--- config.mk ---
export PLATFORM = sky130hd
export DESIGN_NAME = gpmux_port
export DESIGN_NICKNAME = d
export VERILOG_FILES = /design/src/inc/gpmux_pkg.sv /design/src/hw/gpmux_pin_cell.sv /design/src/hw/gpmux_axil_slave.sv /design/src/hw/gpmux_port.sv
export SDC_FILE = /design/constraint.sdc
export NUM_CORES = 1
export LEC_CHECK = 0
export ABC_AREA = 1
export BUFFER_PORTS_ARGS = -buffer_cell sky130_fd_sc_hd__buf_4
export CELL_PAD_IN_SITES_DETAIL_PLACEMENT = 1
export CELL_PAD_IN_SITES_GLOBAL_PLACEMENT = 1
export CORE_ASPECT_RATIO = 0.75
export CORE_UTILIZATION = 39
export CTS_BUF_LIST = sky130_fd_sc_hd__clkbuf_4 sky130_fd_sc_hd__clkbuf_8
export DETAILED_ROUTE_END_ITERATION = 7
export PLACE_DENSITY = 0.92
export SLEW_MARGIN = 20
export SYNTH_ARGS = -nofsm -noshare
export SYNTH_HDL_FRONTEND = slang
export SYNTH_SLANG_ARGS = --single-unit
export TNS_END_PERCENT = 10
--- constraint.sdc ---
create_clock -name aclk -period 2.4 [get_ports aclk]
set_input_delay 0.12 -clock aclk [delete_from_list [all_inputs] [get_ports aclk]]
set_output_delay 0.12 -clock aclk [all_outputs]
set_load 0.02 [all_outputs]
--- src/inc/gpmux_pkg.sv ---
// Function
// - eight pins, each pin's direction set on its own
// - reset leaves pins as port with input, output, pull-up off
// - three function selects; all zero means port, a one picks function
// - interrupt input passes whenever input enabled, outside stop mode
// - registers decoded at fixed offsets from the port base
// - data holds eight read-write bits; bits 31-8 read zero
// - output control bit enables pin driver; resets to zero
// - select a bits 6-0 route pins to bus address 23-17; bit 7 zero
// - select b routes serial clock, rx, tx, timer captures; irq five passes whatever select b holds
// - select c bit 7 clock out, bit 6 clear-to-send; 3-0 read zero
// - driver type bit: zero push-pull, one open-drain
// - pull-up bit one enables the pin's pull-up
// - input control bit one enables the pin's input buffer
`default_nettype none
package gpmux_pkg;
  localparam int gpmux_pins = 8;
  localparam logic [5:0] gpmux_off_data = 6'h00;
  localparam logic [5:0] gpmux_off_oe = 6'h04;
  localparam logic [5:0] gpmux_off_fsa = 6'h08;
  localparam logic [5:0] gpmux_off_fsb = 6'h0c;
  localparam logic [5:0] gpmux_off_fsc = 6'h10;
  localparam logic [5:0] gpmux_off_od = 6'h28;
  localparam logic [5:0] gpmux_off_pup = 6'h2c;
  localparam logic [5:0] gpmux_off_ie = 6'h38;
  localparam logic [7:0] gpmux_rst_val = 8'h00;
  localparam logic [7:0] gpmux_fsa_mask = 8'h7f;
  localparam logic [7:0] gpmux_fsc_mask = 8'hf0;
  localparam logic [1:0] gpmux_resp_okay = 2'b00;
  localparam logic [1:0] gpmux_resp_slverr = 2'b10;
  localparam int gpmux_bit_irq = 7;
  localparam int gpmux_bit_sclk = 6;
  localparam int gpmux_bit_rxd = 5;
  localparam int gpmux_bit_txd = 4;
  localparam int gpmux_bit_clkout = 7;
  localparam int gpmux_bit_cts = 6;
endpackage : gpmux_pkg
`default_nettype wire

--- src/hw/gpmux_pin_cell.sv ---
`timescale 1ns/1ps
`default_nettype none
module gpmux_pin_cell (
  input wire logic is_port,
  input wire logic port_data,
  input wire logic port_oe,
  input wire logic alt_drive,
  input wire logic alt_data,
  input wire logic open_drain,
  input wire logic in_en,
  input wire logic pin_in,
  output logic pin_out,
  output logic pin_oe,
  output logic in_value
);
  logic drv;
  logic val;
  always_comb begin
    drv = is_port ? port_oe : alt_drive;
    val = is_port ? port_data : alt_data;
    pin_out = open_drain ? 1'b0 : val;
    pin_oe = drv & (open_drain ? ~val : 1'b1);
    in_value = in_en & pin_in;
  end
endmodule : gpmux_pin_cell
`default_nettype wire

--- src/hw/gpmux_axil_slave.sv ---
`timescale 1ns/1ps
`default_nettype none
module gpmux_axil_slave
  import gpmux_pkg::*;
(
  input wire logic aclk,
  input wire logic aresetn,
  input wire logic [5:0] s_awaddr,
  input wire logic s_awvalid,
  output logic s_awready,
  input wire logic [31:0] s_wdata,
  input wire logic [3:0] s_wstrb,
  input wire logic s_wvalid,
  output logic s_wready,
  output logic [1:0] s_bresp,
  output logic s_bvalid,
  input wire logic s_bready,
  input wire logic [5:0] s_araddr,
  input wire logic s_arvalid,
  output logic s_arready,
  output logic [31:0] s_rdata,
  output logic [1:0] s_rresp,
  output logic s_rvalid,
  input wire logic s_rready,
  output logic wr_en,
  output logic [5:0] wr_addr,
  output logic [7:0] wr_data,
  input wire logic wr_hit,
  output logic [5:0] rd_addr,
  input wire logic [7:0] rd_data,
  input wire logic rd_hit
);
  logic aw_full;
  logic w_full;
  logic [5:0] aw_q;
  logic [7:0] w_q;
  logic w_lane;
  // ---------------------------------------------------------------
  // write channel
  // ---------------------------------------------------------------
  assign s_awready = ~aw_full & ~s_bvalid;
  assign s_wready = ~w_full & ~s_bvalid;
  assign wr_en = aw_full & w_full & ~s_bvalid & w_lane;
  assign wr_addr = aw_q;
  assign wr_data = w_q;
  always_ff @(posedge aclk) begin
    if (!aresetn) begin
      aw_full <= 1'b0;
      w_full <= 1'b0;
      aw_q <= 6'h00;
      w_q <= 8'h00;
      w_lane <= 1'b0;
      s_bvalid <= 1'b0;
      s_bresp <= gpmux_resp_okay;
    end else begin
      if (s_awvalid && s_awready) begin
        aw_full <= 1'b1;
        aw_q <= s_awaddr;
      end
      if (s_wvalid && s_wready) begin
        w_full <= 1'b1;
        w_q <= s_wdata[7:0];
        w_lane <= s_wstrb[0];
      end
      if (aw_full && w_full && !s_bvalid) begin
        s_bvalid <= 1'b1;
        s_bresp <= wr_hit ? gpmux_resp_okay : gpmux_resp_slverr;
        aw_full <= 1'b0;
        w_full <= 1'b0;
      end else if (s_bvalid && s_bready) begin
        s_bvalid <= 1'b0;
      end
    end
  end
  // ---------------------------------------------------------------
  // read channel
  // ---------------------------------------------------------------
  assign s_arready = ~s_rvalid;
  assign rd_addr = s_araddr;
  always_ff @(posedge aclk) begin
    if (!aresetn) begin
      s_rvalid <= 1'b0;
      s_rdata <= 32'h0000_0000;
      s_rresp <= gpmux_resp_okay;
    end else if (s_arvalid && s_arready) begin
      s_rvalid <= 1'b1;
      s_rdata <= {24'h00_0000, rd_data};
      s_rresp <= rd_hit ? gpmux_resp_okay : gpmux_resp_slverr;
    end else if (s_rvalid && s_rready) begin
      s_rvalid <= 1'b0;
    end
  end
endmodule : gpmux_axil_slave
`default_nettype wire

--- src/hw/gpmux_port.sv ---
`timescale 1ns/1ps
`default_nettype none
module gpmux_port
  import gpmux_pkg::*;
#(
  parameter int pins = gpmux_pins
) (
  input wire logic aclk,
  input wire logic aresetn,
  input wire logic [5:0] s_awaddr,
  input wire logic s_awvalid,
  output logic s_awready,
  input wire logic [31:0] s_wdata,
  input wire logic [3:0] s_wstrb,
  input wire logic s_wvalid,
  output logic s_wready,
  output logic [1:0] s_bresp,
  output logic s_bvalid,
  input wire logic s_bready,
  input wire logic [5:0] s_araddr,
  input wire logic s_arvalid,
  output logic s_arready,
  output logic [31:0] s_rdata,
  output logic [1:0] s_rresp,
  output logic s_rvalid,
  input wire logic s_rready,
  input wire logic [7:0] pin_in,
  output logic [7:0] pin_out,
  output logic [7:0] pin_oe,
  output logic [7:0] pin_pullup,
  input wire logic stop_mode,
  input wire logic [6:0] bus_address_top,
  input wire logic bus_address_drive,
  input wire logic serial_clock_line,
  input wire logic serial_clock_drive,
  input wire logic serial_transmit_line,
  input wire logic system_clock_output,
  output logic serial_clock_in,
  output logic serial_receive_line,
  output logic serial_clear_to_send,
  output logic external_irq_line_five,
  output logic [7:0] pin_irq,
  output logic timer_five_capture_a,
  output logic timer_five_capture_b,
  output logic timer_six_capture_a,
  output logic timer_six_capture_b
);
  logic [7:0] port_pin_data;
  logic [7:0] port_output_enable;
  logic [7:0] port_function_select_a;
  logic [7:0] port_function_select_b;
  logic [7:0] port_function_select_c;
  logic [7:0] port_driver_type;
  logic [7:0] port_pullup_enable;
  logic [7:0] port_input_enable;
  logic wr_en;
  logic [5:0] wr_addr;
  logic [7:0] wr_data;
  logic wr_hit;
  logic [5:0] rd_addr;
  logic [7:0] rd_data;
  logic rd_hit;
  logic [7:0] is_port;
  logic [7:0] alt_drive;
  logic [7:0] alt_data;
  logic [7:0] in_value;

  // elaboration check: pin count is fixed by the register layout
  if (pins != 8) begin : g_bad_pins
    $error("gpmux_port supports exactly eight pins");
  end

  function automatic logic known_offset(input logic [5:0] a);
    case (a)
      gpmux_off_data, gpmux_off_oe, gpmux_off_fsa, gpmux_off_fsb,
      gpmux_off_fsc, gpmux_off_od, gpmux_off_pup, gpmux_off_ie:
        known_offset = 1'b1;
      default: known_offset = 1'b0;
    endcase
  endfunction : known_offset

  // ---------------------------------------------------------------
  // bus slave
  // ---------------------------------------------------------------
  gpmux_axil_slave u_bus (
    .aclk(aclk),
    .aresetn(aresetn),
    .s_awaddr(s_awaddr),
    .s_awvalid(s_awvalid),
    .s_awready(s_awready),
    .s_wdata(s_wdata),
    .s_wstrb(s_wstrb),
    .s_wvalid(s_wvalid),
    .s_wready(s_wready),
    .s_bresp(s_bresp),
    .s_bvalid(s_bvalid),
    .s_bready(s_bready),
    .s_araddr(s_araddr),
    .s_arvalid(s_arvalid),
    .s_arready(s_arready),
    .s_rdata(s_rdata),
    .s_rresp(s_rresp),
    .s_rvalid(s_rvalid),
    .s_rready(s_rready),
    .wr_en(wr_en),
    .wr_addr(wr_addr),
    .wr_data(wr_data),
    .wr_hit(wr_hit),
    .rd_addr(rd_addr),
    .rd_data(rd_data),
    .rd_hit(rd_hit)
  );

  assign wr_hit = known_offset(wr_addr);
  assign rd_hit = known_offset(rd_addr);

  // ---------------------------------------------------------------
  // registers
  // ---------------------------------------------------------------
  always_ff @(posedge aclk) begin
    if (!aresetn) begin
      port_pin_data <= gpmux_rst_val;
      port_output_enable <= gpmux_rst_val;
      port_function_select_a <= gpmux_rst_val;
      port_function_select_b <= gpmux_rst_val;
      port_function_select_c <= gpmux_rst_val;
      port_driver_type <= gpmux_rst_val;
      port_pullup_enable <= gpmux_rst_val;
      port_input_enable <= gpmux_rst_val;
    end else if (wr_en) begin
      case (wr_addr)
        gpmux_off_data: port_pin_data <= wr_data;
        gpmux_off_oe: port_output_enable <= wr_data;
        gpmux_off_fsa:
          port_function_select_a <= wr_data & gpmux_fsa_mask;
        gpmux_off_fsb: port_function_select_b <= wr_data;
        gpmux_off_fsc:
          port_function_select_c <= wr_data & gpmux_fsc_mask;
        gpmux_off_od: port_driver_type <= wr_data;
        gpmux_off_pup: port_pullup_enable <= wr_data;
        gpmux_off_ie: port_input_enable <= wr_data;
        default: port_pin_data <= port_pin_data;
      endcase
    end
  end

  // ---------------------------------------------------------------
  // read mux
  // ---------------------------------------------------------------
  always_comb begin
    case (rd_addr)
      gpmux_off_data:
        rd_data = (port_pin_data & ~port_input_enable) | in_value;
      gpmux_off_oe: rd_data = port_output_enable;
      gpmux_off_fsa: rd_data = port_function_select_a;
      gpmux_off_fsb: rd_data = port_function_select_b;
      gpmux_off_fsc: rd_data = port_function_select_c;
      gpmux_off_od: rd_data = port_driver_type;
      gpmux_off_pup: rd_data = port_pullup_enable;
      gpmux_off_ie: rd_data = port_input_enable;
      default: rd_data = 8'h00;
    endcase
  end

  // ---------------------------------------------------------------
  // function routing
  // ---------------------------------------------------------------
  // software keeps selects exclusive; on overlap c overrides b, and b overrides a
  always_comb begin
    is_port = ~(port_function_select_a | port_function_select_b |
      port_function_select_c);
    alt_drive = 8'h00;
    alt_data = 8'h00;
    alt_drive[6:0] = {7{bus_address_drive}};
    alt_data[6:0] = bus_address_top;
    if (port_function_select_b[gpmux_bit_sclk]) begin
      alt_drive[6] = serial_clock_drive;
      alt_data[6] = serial_clock_line;
    end
    if (port_function_select_b[gpmux_bit_txd]) begin
      alt_drive[4] = 1'b1;
      alt_data[4] = serial_transmit_line;
    end
    if (port_function_select_b[gpmux_bit_rxd]) begin
      alt_drive[5] = 1'b0;
    end
    if (port_function_select_b[3:0] != 4'h0) begin
      alt_drive[3:0] = alt_drive[3:0] & ~port_function_select_b[3:0];
    end
    if (port_function_select_c[gpmux_bit_clkout]) begin
      alt_drive[7] = 1'b1;
      alt_data[7] = system_clock_output;
    end
    if (port_function_select_c[gpmux_bit_cts]) begin
      alt_drive[6] = 1'b0;
    end
  end

  genvar i;
  generate
    for (i = 0; i < 8; i++) begin : g_pin
      gpmux_pin_cell u_cell (
        .is_port(is_port[i]),
        .port_data(port_pin_data[i]),
        .port_oe(port_output_enable[i]),
        .alt_drive(alt_drive[i]),
        .alt_data(alt_data[i]),
        .open_drain(port_driver_type[i]),
        .in_en(port_input_enable[i]),
        .pin_in(pin_in[i]),
        .pin_out(pin_out[i]),
        .pin_oe(pin_oe[i]),
        .in_value(in_value[i])
      );
    end
  endgenerate

  // ---------------------------------------------------------------
  // alternate inputs
  // ---------------------------------------------------------------
  always_comb begin
    pin_pullup = port_pullup_enable;
    pin_irq = stop_mode ? 8'h00 : in_value;
    external_irq_line_five = ~stop_mode & in_value[gpmux_bit_irq];
    serial_clock_in = port_function_select_b[gpmux_bit_sclk] & in_value[6];
    serial_receive_line =
      port_function_select_b[gpmux_bit_rxd] & in_value[5];
    serial_clear_to_send =
      port_function_select_c[gpmux_bit_cts] & in_value[6];
    timer_five_capture_a = port_function_select_b[0] & in_value[0];
    timer_five_capture_b = port_function_select_b[1] & in_value[1];
    timer_six_capture_a = port_function_select_b[2] & in_value[2];
    timer_six_capture_b = port_function_select_b[3] & in_value[3];
  end
endmodule : gpmux_port
`default_nettype wire

Word level (Yosys, flattened, before mapping). Cells that the tools add are included. W data, S select, Z words.

Bits in registers: 90. Input port bits: 76. Output and inout port bits: 81. Word-level logic and storage cells: 158.

Equal/unequal tests: 14. Multiplexer cells: 51. Bitwise logic cells: 51. Reduce and logical (&&, ||, !) cells: 24.

Operator list (count): $pmux W8 S8 (1); $mux W1 (46); $eq A6 B6 Y1 const B (6); $and A1 B1 Y1 (29); $eq A6 B4 Y1 const B (4); $not A8 Y8 (2); $or A8 B8 Y8 (2); $reduce_and A2 Y1 (8); $reduce_or A8 Y1 (2); $not A1 Y1 (14); $eq A6 B3 Y1 const B (2); $eq A6 B5 Y1 const B (2); $logic_not A6 Y1 (2); $and A8 B8 Y8 (1); $mux W8 (1); $or A7 B8 Y8 (1); $logic_and A1 B1 Y1 (7); $and A4 B4 Y4 (1); $mux W2 (2); $mux W4 (1); $not A4 Y4 (1); $reduce_bool A2 Y1 (2); $reduce_bool A4 Y1 (1); $reduce_or A2 Y1 (1); $logic_not A1 Y1 (1).

Depth between registers and ports, before layout. Gate-level depths: netlist of run 1.

Depth in word-level cells: 7. Depth in mapped cells: 10. Depth with buffers taken out: 9.

By module. From an unflattened synthesis of run 1, not the netlist that was laid out.

Cell total of the unflattened synthesis: 889. Area total of the unflattened synthesis: 5408.9 um^2.

Modules (own cells, without submodules): gpmux_port (times used 1, cells an instance 570, area each 3435.8 um^2, sequential area each 1181.1 um^2); gpmux_axil_slave (times used 1, cells an instance 199, area each 1432.6 um^2, sequential area each 580.6 um^2); gpmux_pin_cell (times used 8, cells an instance 15, area each 67.6 um^2, sequential area each 0.0 um^2).

Least setup slack after synthesis of run 1. No wires, ideal clock.

Path kind: register to register. From: register u_bus.s_bvalid. To: register u_bus.w_lane. Setup time: 128 ps. Data arrival time: 1424 ps. Path slack: 848 ps. Cell stages (with the launch flop): 6. Path buffers: 1. Period minus slack after synthesis: 1552 ps. Path through: dfxtp_1 nor2_1 nand2_1 clkbuf_1 o21ai_0 a21oi_1.

Cells in the longest elaborated chain, start to end: 3.

Ends and longest elaborated chain: start: declaration (RTL line gpmux_axil_slave.sv:16) `output logic s_bvalid,`; start signal: assignment (RTL line gpmux_axil_slave.sv:53) `s_bvalid <= 1'b0;`; start signal: assignment (RTL line gpmux_axil_slave.sv:66) `s_bvalid <= 1'b1;`; start signal: assignment (RTL line gpmux_axil_slave.sv:71) `s_bvalid <= 1'b0;`; $not A1 Y1 (RTL line gpmux_axil_slave.sv:42) `assign s_wready = ~w_full & ~s_bvalid;`; $and A1 B1 Y1 (RTL line gpmux_axil_slave.sv:42); named net s_wready (RTL line gpmux_port.sv:16) `output logic s_wready,`; $logic_and A1 B1 Y1 (RTL line gpmux_axil_slave.sv:60) `if (s_wvalid && s_wready) begin`; end signal: assignment (RTL line gpmux_axil_slave.sv:63) `w_lane <= s_wstrb[0];`; end: declaration (RTL line gpmux_axil_slave.sv:37) `logic w_lane;`.

The timed path passes the listed nets, and every way through them passes these cells. A chain may end at the register's enable or synchronous reset.

Worst setup path after layout of run 1.
From: register port_function_select_b[5]. To: output pin_oe[5].

Cells in the longest elaborated chain, start to end: 7.

Ends and longest elaborated chain: start: declaration (RTL line gpmux_port.sv:51) `logic [7:0] port_function_select_b;`; start signal: assignment (RTL line gpmux_port.sv:125) `port_function_select_b <= gpmux_rst_val;`; start signal: assignment (RTL line gpmux_port.sv:136) `gpmux_off_fsb: port_function_select_b <= wr_data;`; $or A7 B8 Y8 (RTL line gpmux_port.sv:170) `is_port = ~(port_function_select_a | port_function_select_b |`; $or A8 B8 Y8 (RTL line gpmux_port.sv:170); $not A8 Y8 (RTL line gpmux_port.sv:170); $mux W1 (RTL line gpmux_pin_cell.sv:20) `val = is_port ? port_data : alt_data;`; $not A1 Y1 (RTL line gpmux_pin_cell.sv:22) `pin_oe = drv & (open_drain ? ~val : 1'b1);`; $mux W1 (RTL line gpmux_pin_cell.sv:22); $and A1 B1 Y1 (*) (RTL line gpmux_pin_cell.sv:22); end: declaration (RTL line gpmux_port.sv:29) `output logic [7:0] pin_oe,`.

Every way passes the cells marked *; elsewhere a longest branch is shown, timed or not.

==> results.json, run 1 <==
{
  "yosys_warnings": 0,
  "ant_nets": 0,
  "finalHoldViolCount": 0,
  "syn_inst": 679,
  "syn_area_per_cell_um2": 6.88,
  "wirelength_mm": 15.7,
  "start_util": 0.402,
  "synth-edff-count": 0,
  "port_buffers": 103,
  "grt_use_total": 0.257,
  "synth_top_area_cell": "dfxtp_1",
  "grt_pass1_vias": 4859,
  "grt_max_degree": 55,
  "seqPwrFrac": 0.523,
  "p_switching_mw": 0.821,
  "cts_tree": "done",
  "swShare": 0.283,
  "fp.dieArea_mm2": 0.0124,
  "yosysTopAreaCellShare": 0.377,
  "drt-wirelength-per-cell_um": 17.0,
  "p_int_mw": 2.08,
  "status": "completed",
  "ys_seq_area_frac": 0.377,
  "synth_common_cells": "113 x nor2_1, 106 x nand2_1, 88 x dfxtp_1",
  "clkLatencyLatePin_ps": 380,
  "crit_type": "flip-flop to primary output",
  "die_width_um": 128,
  "core-area_mm2": 0.0116,
  "cts.clk_slew.worst_paths_ps": 80,
  "num_antenna_cells": 0,
  "htreeDepth": 3,
  "die_y_um": 96.8,
  "drive_above_1_share": 0.185,
  "dr.first_iter.drc_count": 225,
  "slew_headroom": 0.427,
  "synth_ff_type": "dfxtp_1",
  "fin_ws_ps": 536,
  "fin_skew_ps": 17.0,
  "rows": 34,
  "cap_violations": 0,
  "vias": 4935,
  "fin_crit_ps": 1860,
  "arrival_ps": 1740,
  "p_per_area_mw_per_mm2": 524,
  "globalRoute.totalOverflow": 0,
  "synth_most_common_cell": "nor2_1",
  "place_congestion": 0.857,
  "synth.distinct_cells": 32,
  "max_freq_mhz": 536,
  "worstSetupStartpointType": "flip-flop",
  "worstSetupEndpointType": "primary output",
  "dpl.hpwl_mm": 11.5,
  "worst_hold_path_type": "primary input to flip-flop",
  "first_pass_iters": 5,
  "root_buffer": "clkbuf_8",
  "async_flop_share": 0,
  "final_max_slew_viol_count": 0,
  "rsz0062_at_grt": "false",
  "synthTopCellsByArea": "dfxtp_1 38%, nor2_1 9.1%, nand2_1 8.5%",
  "vdd_drop_max_mv": 0.291,
  "cp_max_fo": 4,
  "cts_buffers": 9,
  "fin_nets": 833,
  "syn_to_final_growth_pct": 18.4,
  "p_clk_frac": 0.343,
  "fin_cells": 924,
  "ys_ff_latch": 88,
  "p_leak_nw": 2.54,
  "cts_buffer_depth": 2,
  "dp_slack_ps": 567,
  "worst_pin_slew_ps": 859,
  "dp.cells": 905,
  "io_pins": 157,
  "numClockSinks": 88,
  "grt_pass1_wl_mm": 24.7,
  "crit_required_ps": 2280,
  "tns_ps": 0,
  "viasPerCell": 5.34,
  "setup_viol": 0,
  "cts_resized": 0,
  "comb_power_share": 0.133,
  "antenna_found_initial": 0,
  "finalCritPeriodShare": 0.777,
  "drc": 0,
  "synth_area_mm2": 0.00467
}
-- per-layer routing --
metal	wire, µm	global-route usage
met1	6820	0.328
met3	1100	0.0531
met4	277	0.0742
met5	0	0
met2	7530	0.433
-- layout make-up --
| type | instances | area, µm² |
|---|---|---|
| timing repair buffer | 111 | 841 |
| multi-input combinational | 483 | 2300 |
| sequential | 88 | 1760 |
| clock buffer | 13 | 173 |
| tap | 162 | 203 |
| clock inverter | 3 | 15.0 |
| inverter | 64 | 243 |
| fill | 1542 | 6080 |
-- path summary, 6_finish.rpt --
path              slack, ps                        end  cells after the start                      start
hold reg to reg         480           u_bus.s_rdata[5]                      2           u_bus.s_rdata[5]
hold / removal           30           u_bus.wr_addr[1]                      3                  s_awvalid
setup / recovery        540                  pin_oe[5]                      6  port_function_select_b[5]
setup reg to reg        550  port_function_select_a[0]                      7           u_bus.wr_addr[0]
-- through the flow --
stage	total power [mW]	util	hold slack, ps	cell area, µm²
floorplan	1.81	-	265	4770
global placement	1.91	0.458	363	5320
detailed placement	1.93	0.458	386	5320
CTS	2.90	0.477	16.3	5530
global route	3.01	0.477	25.8	5530
finish	2.90	0.477	26.9	5530
-- kinds of logic after synthesis --
kind of cell,Yosys count,share of synthesized area
multiplexers,1,0.00214
other,1,0.000802
buffers and inverters,133,0.151
AO/OA/AOI/OAI,159,0.186
AND/OR/NAND/NOR,297,0.283
flip-flops,88,0.377
-- power by group through the flow --
stage | Clock [mW] | Sequential, mW | Combinational (mW)
finish | 0.995 | 1.52 | 0.387
global route | 1.07 | 1.52 | 0.418
CTS | 1.00 | 1.52 | 0.382
detailed placement | 0 | 1.55 | 0.375
global placement | 0 | 1.55 | 0.360
floorplan | 0 | 1.55 | 0.256
-- worst max-delay path: stages (launching register included) --
cell and delay (ps):
dfxtp_1 340, or3_1 430, nor2_1 110, a21oi_1 60, o21ai_0 200, inv_1 60, buf_4 150
-- registers in the layout, summed over array words and instances (netlist names) --
name,count
port_function_select_a,7
port_driver_type,8
u_bus.wr_addr,6
u_bus.s_bvalid,1
u_bus.aw_full,1
u_bus.s_rvalid,1
port_pin_data,8
port_input_enable,8
port_output_enable,8
u_bus.s_rdata,8
u_bus.s_bresp,1
port_function_select_c,4
port_function_select_b,8
u_bus.w_lane,1
u_bus.s_rresp,1
u_bus.wr_data,8
u_bus.w_full,1
pin_pullup,8
-- cell usage in the layout, fill, tap and decap left out, drive strengths merged, types with 2 or more instances in the layout --
cell / netlist / layout
or3: 2 / 2
nor2: 122 / 122
buf: 59 / 108
nand4: 35 / 35
dlygate4sd3: 0 / 3
a21oi: 58 / 58
nand2: 109 / 109
nor3: 4 / 4
conb: 1 / 26
clkbuf: 10 / 13
inv: 60 / 60
o21ai: 74 / 74
nand3: 24 / 24
dfxtp: 88 / 88
clkinv: 4 / 7
a211oi: 25 / 25
-- timing repair --
action,in CTS,in global routing
hold endpoints to repair,3,0
hold buffers,3,0
buffers inserted,0,0
(Power assumes the default switching activity.)
==> inputs of run 2 (changes only) <==
--- a/config.mk
+++ b/config.mk
@@ -5,15 +5,15 @@
 export SDC_FILE = /design/constraint.sdc
 export NUM_CORES = 1
 export LEC_CHECK = 0
-export ABC_AREA = 1
+export ABC_AREA = 0
 export BUFFER_PORTS_ARGS = -buffer_cell sky130_fd_sc_hd__buf_4
 export CELL_PAD_IN_SITES_DETAIL_PLACEMENT = 1
 export CELL_PAD_IN_SITES_GLOBAL_PLACEMENT = 1
 export CORE_ASPECT_RATIO = 0.75
-export CORE_UTILIZATION = 39
+export CORE_UTILIZATION = 38
 export CTS_BUF_LIST = sky130_fd_sc_hd__clkbuf_4 sky130_fd_sc_hd__clkbuf_8
 export DETAILED_ROUTE_END_ITERATION = 7
-export PLACE_DENSITY = 0.92
+export PLACE_DENSITY = 0.87
 export SLEW_MARGIN = 20
 export SYNTH_ARGS = -nofsm -noshare
 export SYNTH_HDL_FRONTEND = slang
==> constraint.sdc (replaced) <==
create_clock -name aclk -period 1.8 [get_ports aclk]
set_input_delay 0.09 -clock aclk [delete_from_list [all_inputs] [get_ports aclk]]
set_output_delay 0.09 -clock aclk [all_outputs]
set_load 0.02 [all_outputs]
==> results.json, run 2 <==
{
  "mostFrequentLayoutCells": "132 x buf_4, 80 x nor2_1, 80 x dfxtp_1",
  "violations": "setup timing",
  "htreeDepth": 3,
  "crit_type": "flip-flop to flip-flop",
  "drt-wirelength-per-cell_um": 18.9,
  "crit_required_ps": 2060,
  "vdd_drop_max_mv": 0.403,
  "arrival_ps": 2090,
  "dpl.hpwl_mm": 11.7,
  "grtUsageMet2": 0.425,
  "cp_max_fo": 8,
  "p_per_area_mw_per_mm2": 629,
  "fin_cells": 858,
  "syn_to_final_growth_pct": 28.1,
  "wirelength_mm": 16.2,
  "r2r-end": "port_output_enable[0]",
  "cts_tree": "done",
  "clkLatencyLatePin_ps": 380,
  "grt_pass1_vias": 4729,
  "grt_pass1_wl_mm": 25.1,
  "yosysTopAreaCellShare": 0.369,
  "max_freq_mhz": 547,
  "syn_inst": 577,
  "cap_violations": 0,
  "start_util": 0.390,
  "num_antenna_cells": 0,
  "ff2ff_path_depth": 5,
  "globalRoute.totalOverflow": 0,
  "grt_use_total": 0.250,
  "async_flop_share": 0,
  "grt_max_degree": 33,
  "finalHoldWorstSlack_ps": 21.9,
  "cts_buffer_depth": 2,
  "synth.distinct_cells": 47,
  "worst_hold_path_type": "primary input to flip-flop",
  "ys_ff_latch": 88,
  "syn_area_per_cell_um2": 8.28,
  "synth_top_area_cell": "dfxtp_1",
  "cts.clk_slew.worst_paths_ps": 90,
  "numClockSinks": 88,
  "finalCritPeriodShare": 1.02,
  "met1_usage": 0.317,
  "status": "finished, violations left",
  "dp.cells": 826,
  "critPathSlowestCell": "or4_4",
  "rows": 35,
  "viasPerCell": 5.41,
  "ys_seq_area_frac": 0.369,
  "final_max_slew_viol_count": 0,
  "reg2reg_slack_ps": -30,
  "p_leak_nw": 2.69,
  "top_usage_layer": "met2",
  "hold-path-endpoint": "u_bus.s_rresp[1]",
  "synth_most_common_cell": "dfxtp_1",
  "hold_depth": 3,
  "setup_viol": 2,
  "synth_ff_type": "dfxtp_1",
  "slew_headroom": 0.286,
  "fillCellCount": 1476,
  "hp-start": "s_arvalid",
  "dr.first_iter.drc_count": 258,
  "antenna_found_initial": 0,
  "worstSetupStartpointType": "flip-flop",
  "die_width_um": 131,
  "rsz0062_at_grt": "true",
  "ant_nets": 0,
  "fin_nets": 764,
  "vias": 4641,
  "fp.dieArea_mm2": 0.0130,
  "cts_buffers": 9,
  "fin_crit_ps": 1830,
  "synth_area_mm2": 0.00478,
  "root_buffer": "clkbuf_8",
  "core-area_mm2": 0.0123,
  "r2r-start": "u_bus.wr_addr[0]",
  "first_pass_iters": 4,
  "io_pins": 157,
  "synth-edff-count": 0,
  "port_buffers": 103,
  "final_common_cell": "buf_4",
  "worstSetupEndpointType": "flip-flop",
  "yosys_warnings": 0,
  "finalHoldViolCount": 0,
  "synthTopCellsByArea": "dfxtp_1 37%, mux2i_1 14%, buf_4 6.8%",
  "fin_ws_ps": -27.3,
  "worst_pin_slew_ps": 1070,
  "tns_ps": -54.5,
  "synth_common_cells": "88 x dfxtp_1, 81 x nor2_1, 69 x mux2i_1",
  "drc": 0,
  "path_cells": "or4_4 > or4_4 > buf_8 > mux2i_1 > nor2_1",
  "fin_skew_ps": 12.4,
  "use_met3": 0.0647,
  "die_y_um": 99.1,
  "cp_common_cell": "or4_4",
  "place_congestion": 0.875,
  "slowest_delay_ps": 530,
  "drive_above_1_share": 0.277
}
==> run 2: cell types whose count changed in the layout (fill, tap and decap cells not counted), moves of 33 or more <==
cell	change
nand2_1	-51
mux2i_1	+68
nor2_1	-33
a21oi_1	-38
o21ai_0	-51
inv_1	-49
==> run 2: report_power, final <==
group | switching, mW | internal [mW]
clock network | 0.714 | 0.581
logic | 0.308 | 0.218
registers | 0.0495 | 1.98
total | 1.07 | 2.77
==> run 2: worst max-delay path: cells and delay by family, from the launching register on <==
family / cells / cell delay (ps)
mux: 1 / 170
flops: 1 / 340
buf+inv: 1 / 170
simple gates: 3 / 1020
==> run 2: timing repair <==
item / in CTS / in global routing
buffers inserted: 0 / 1
hold buffers: 16 / 0
cloned: 0 / 0
gates resized for setup: 11 / 14
endpoints found under the setup margin: 11 / 29
pin swaps: 1 / 5
hold endpoints to repair: 16 / 0
==> run 2: worst max path at each step <==
stage                      from                     to  depth (start not counted)
2_1_floorplan  u_bus.wr_addr[0]  port_output_enable[7]                          5
3_3_place_gp   u_bus.wr_addr[0]  port_output_enable[6]                          5
3_5_place_dp   u_bus.wr_addr[1]  port_output_enable[4]                          5
4_1_cts        u_bus.wr_addr[0]  port_output_enable[4]                          5
5_1_grt        u_bus.wr_addr[0]  port_output_enable[4]                          5
6_report       u_bus.wr_addr[0]  port_output_enable[0]                          5
==> run 2: area by class of cell <==
type	instances	area, µm²	share of cell area
clock buffers	12	159	0.0260
flip-flops and latches	88	1780	0.290
repair buffers	155	1260	0.206
multi-input cells	424	2660	0.435
clock inverters	3	17.5	0.00286
inverters	10	37.5	0.00614
well taps	166	208	0.0340
==> run 2: stage by stage <==
step | cell area (µm²) | worst slack [ps] | util | power (mW)
after floorplan | 4870 | 21.4 | - | 2.35
after global placement | 5690 | 27.8 | 0.464 | 2.53
after detailed placement | 5690 | -41.3 | 0.464 | 2.56
after CTS | 6060 | -34.5 | 0.494 | 3.86
after global routing | 6120 | -91.4 | 0.499 | 3.99
final | 6120 | -27.3 | 0.499 | 3.85
==> run 2: layer usage <==
metal,part of all wire,up-vias
met3,0.061,20
met1,0.44,2265
met2,0.48,175
met5,0,-
li1,-,2181
met4,0.014,0
==> run 2: logic make-up after synthesis <==
family | count (synthesis) | synth area share
other | 1 | 0.000785
AO/OA/AOI/OAI | 73 | 0.102
buffers and inverters | 90 | 0.106
flip-flops | 88 | 0.369
multiplexers | 80 | 0.171
AND/OR/NAND/NOR | 245 | 0.252
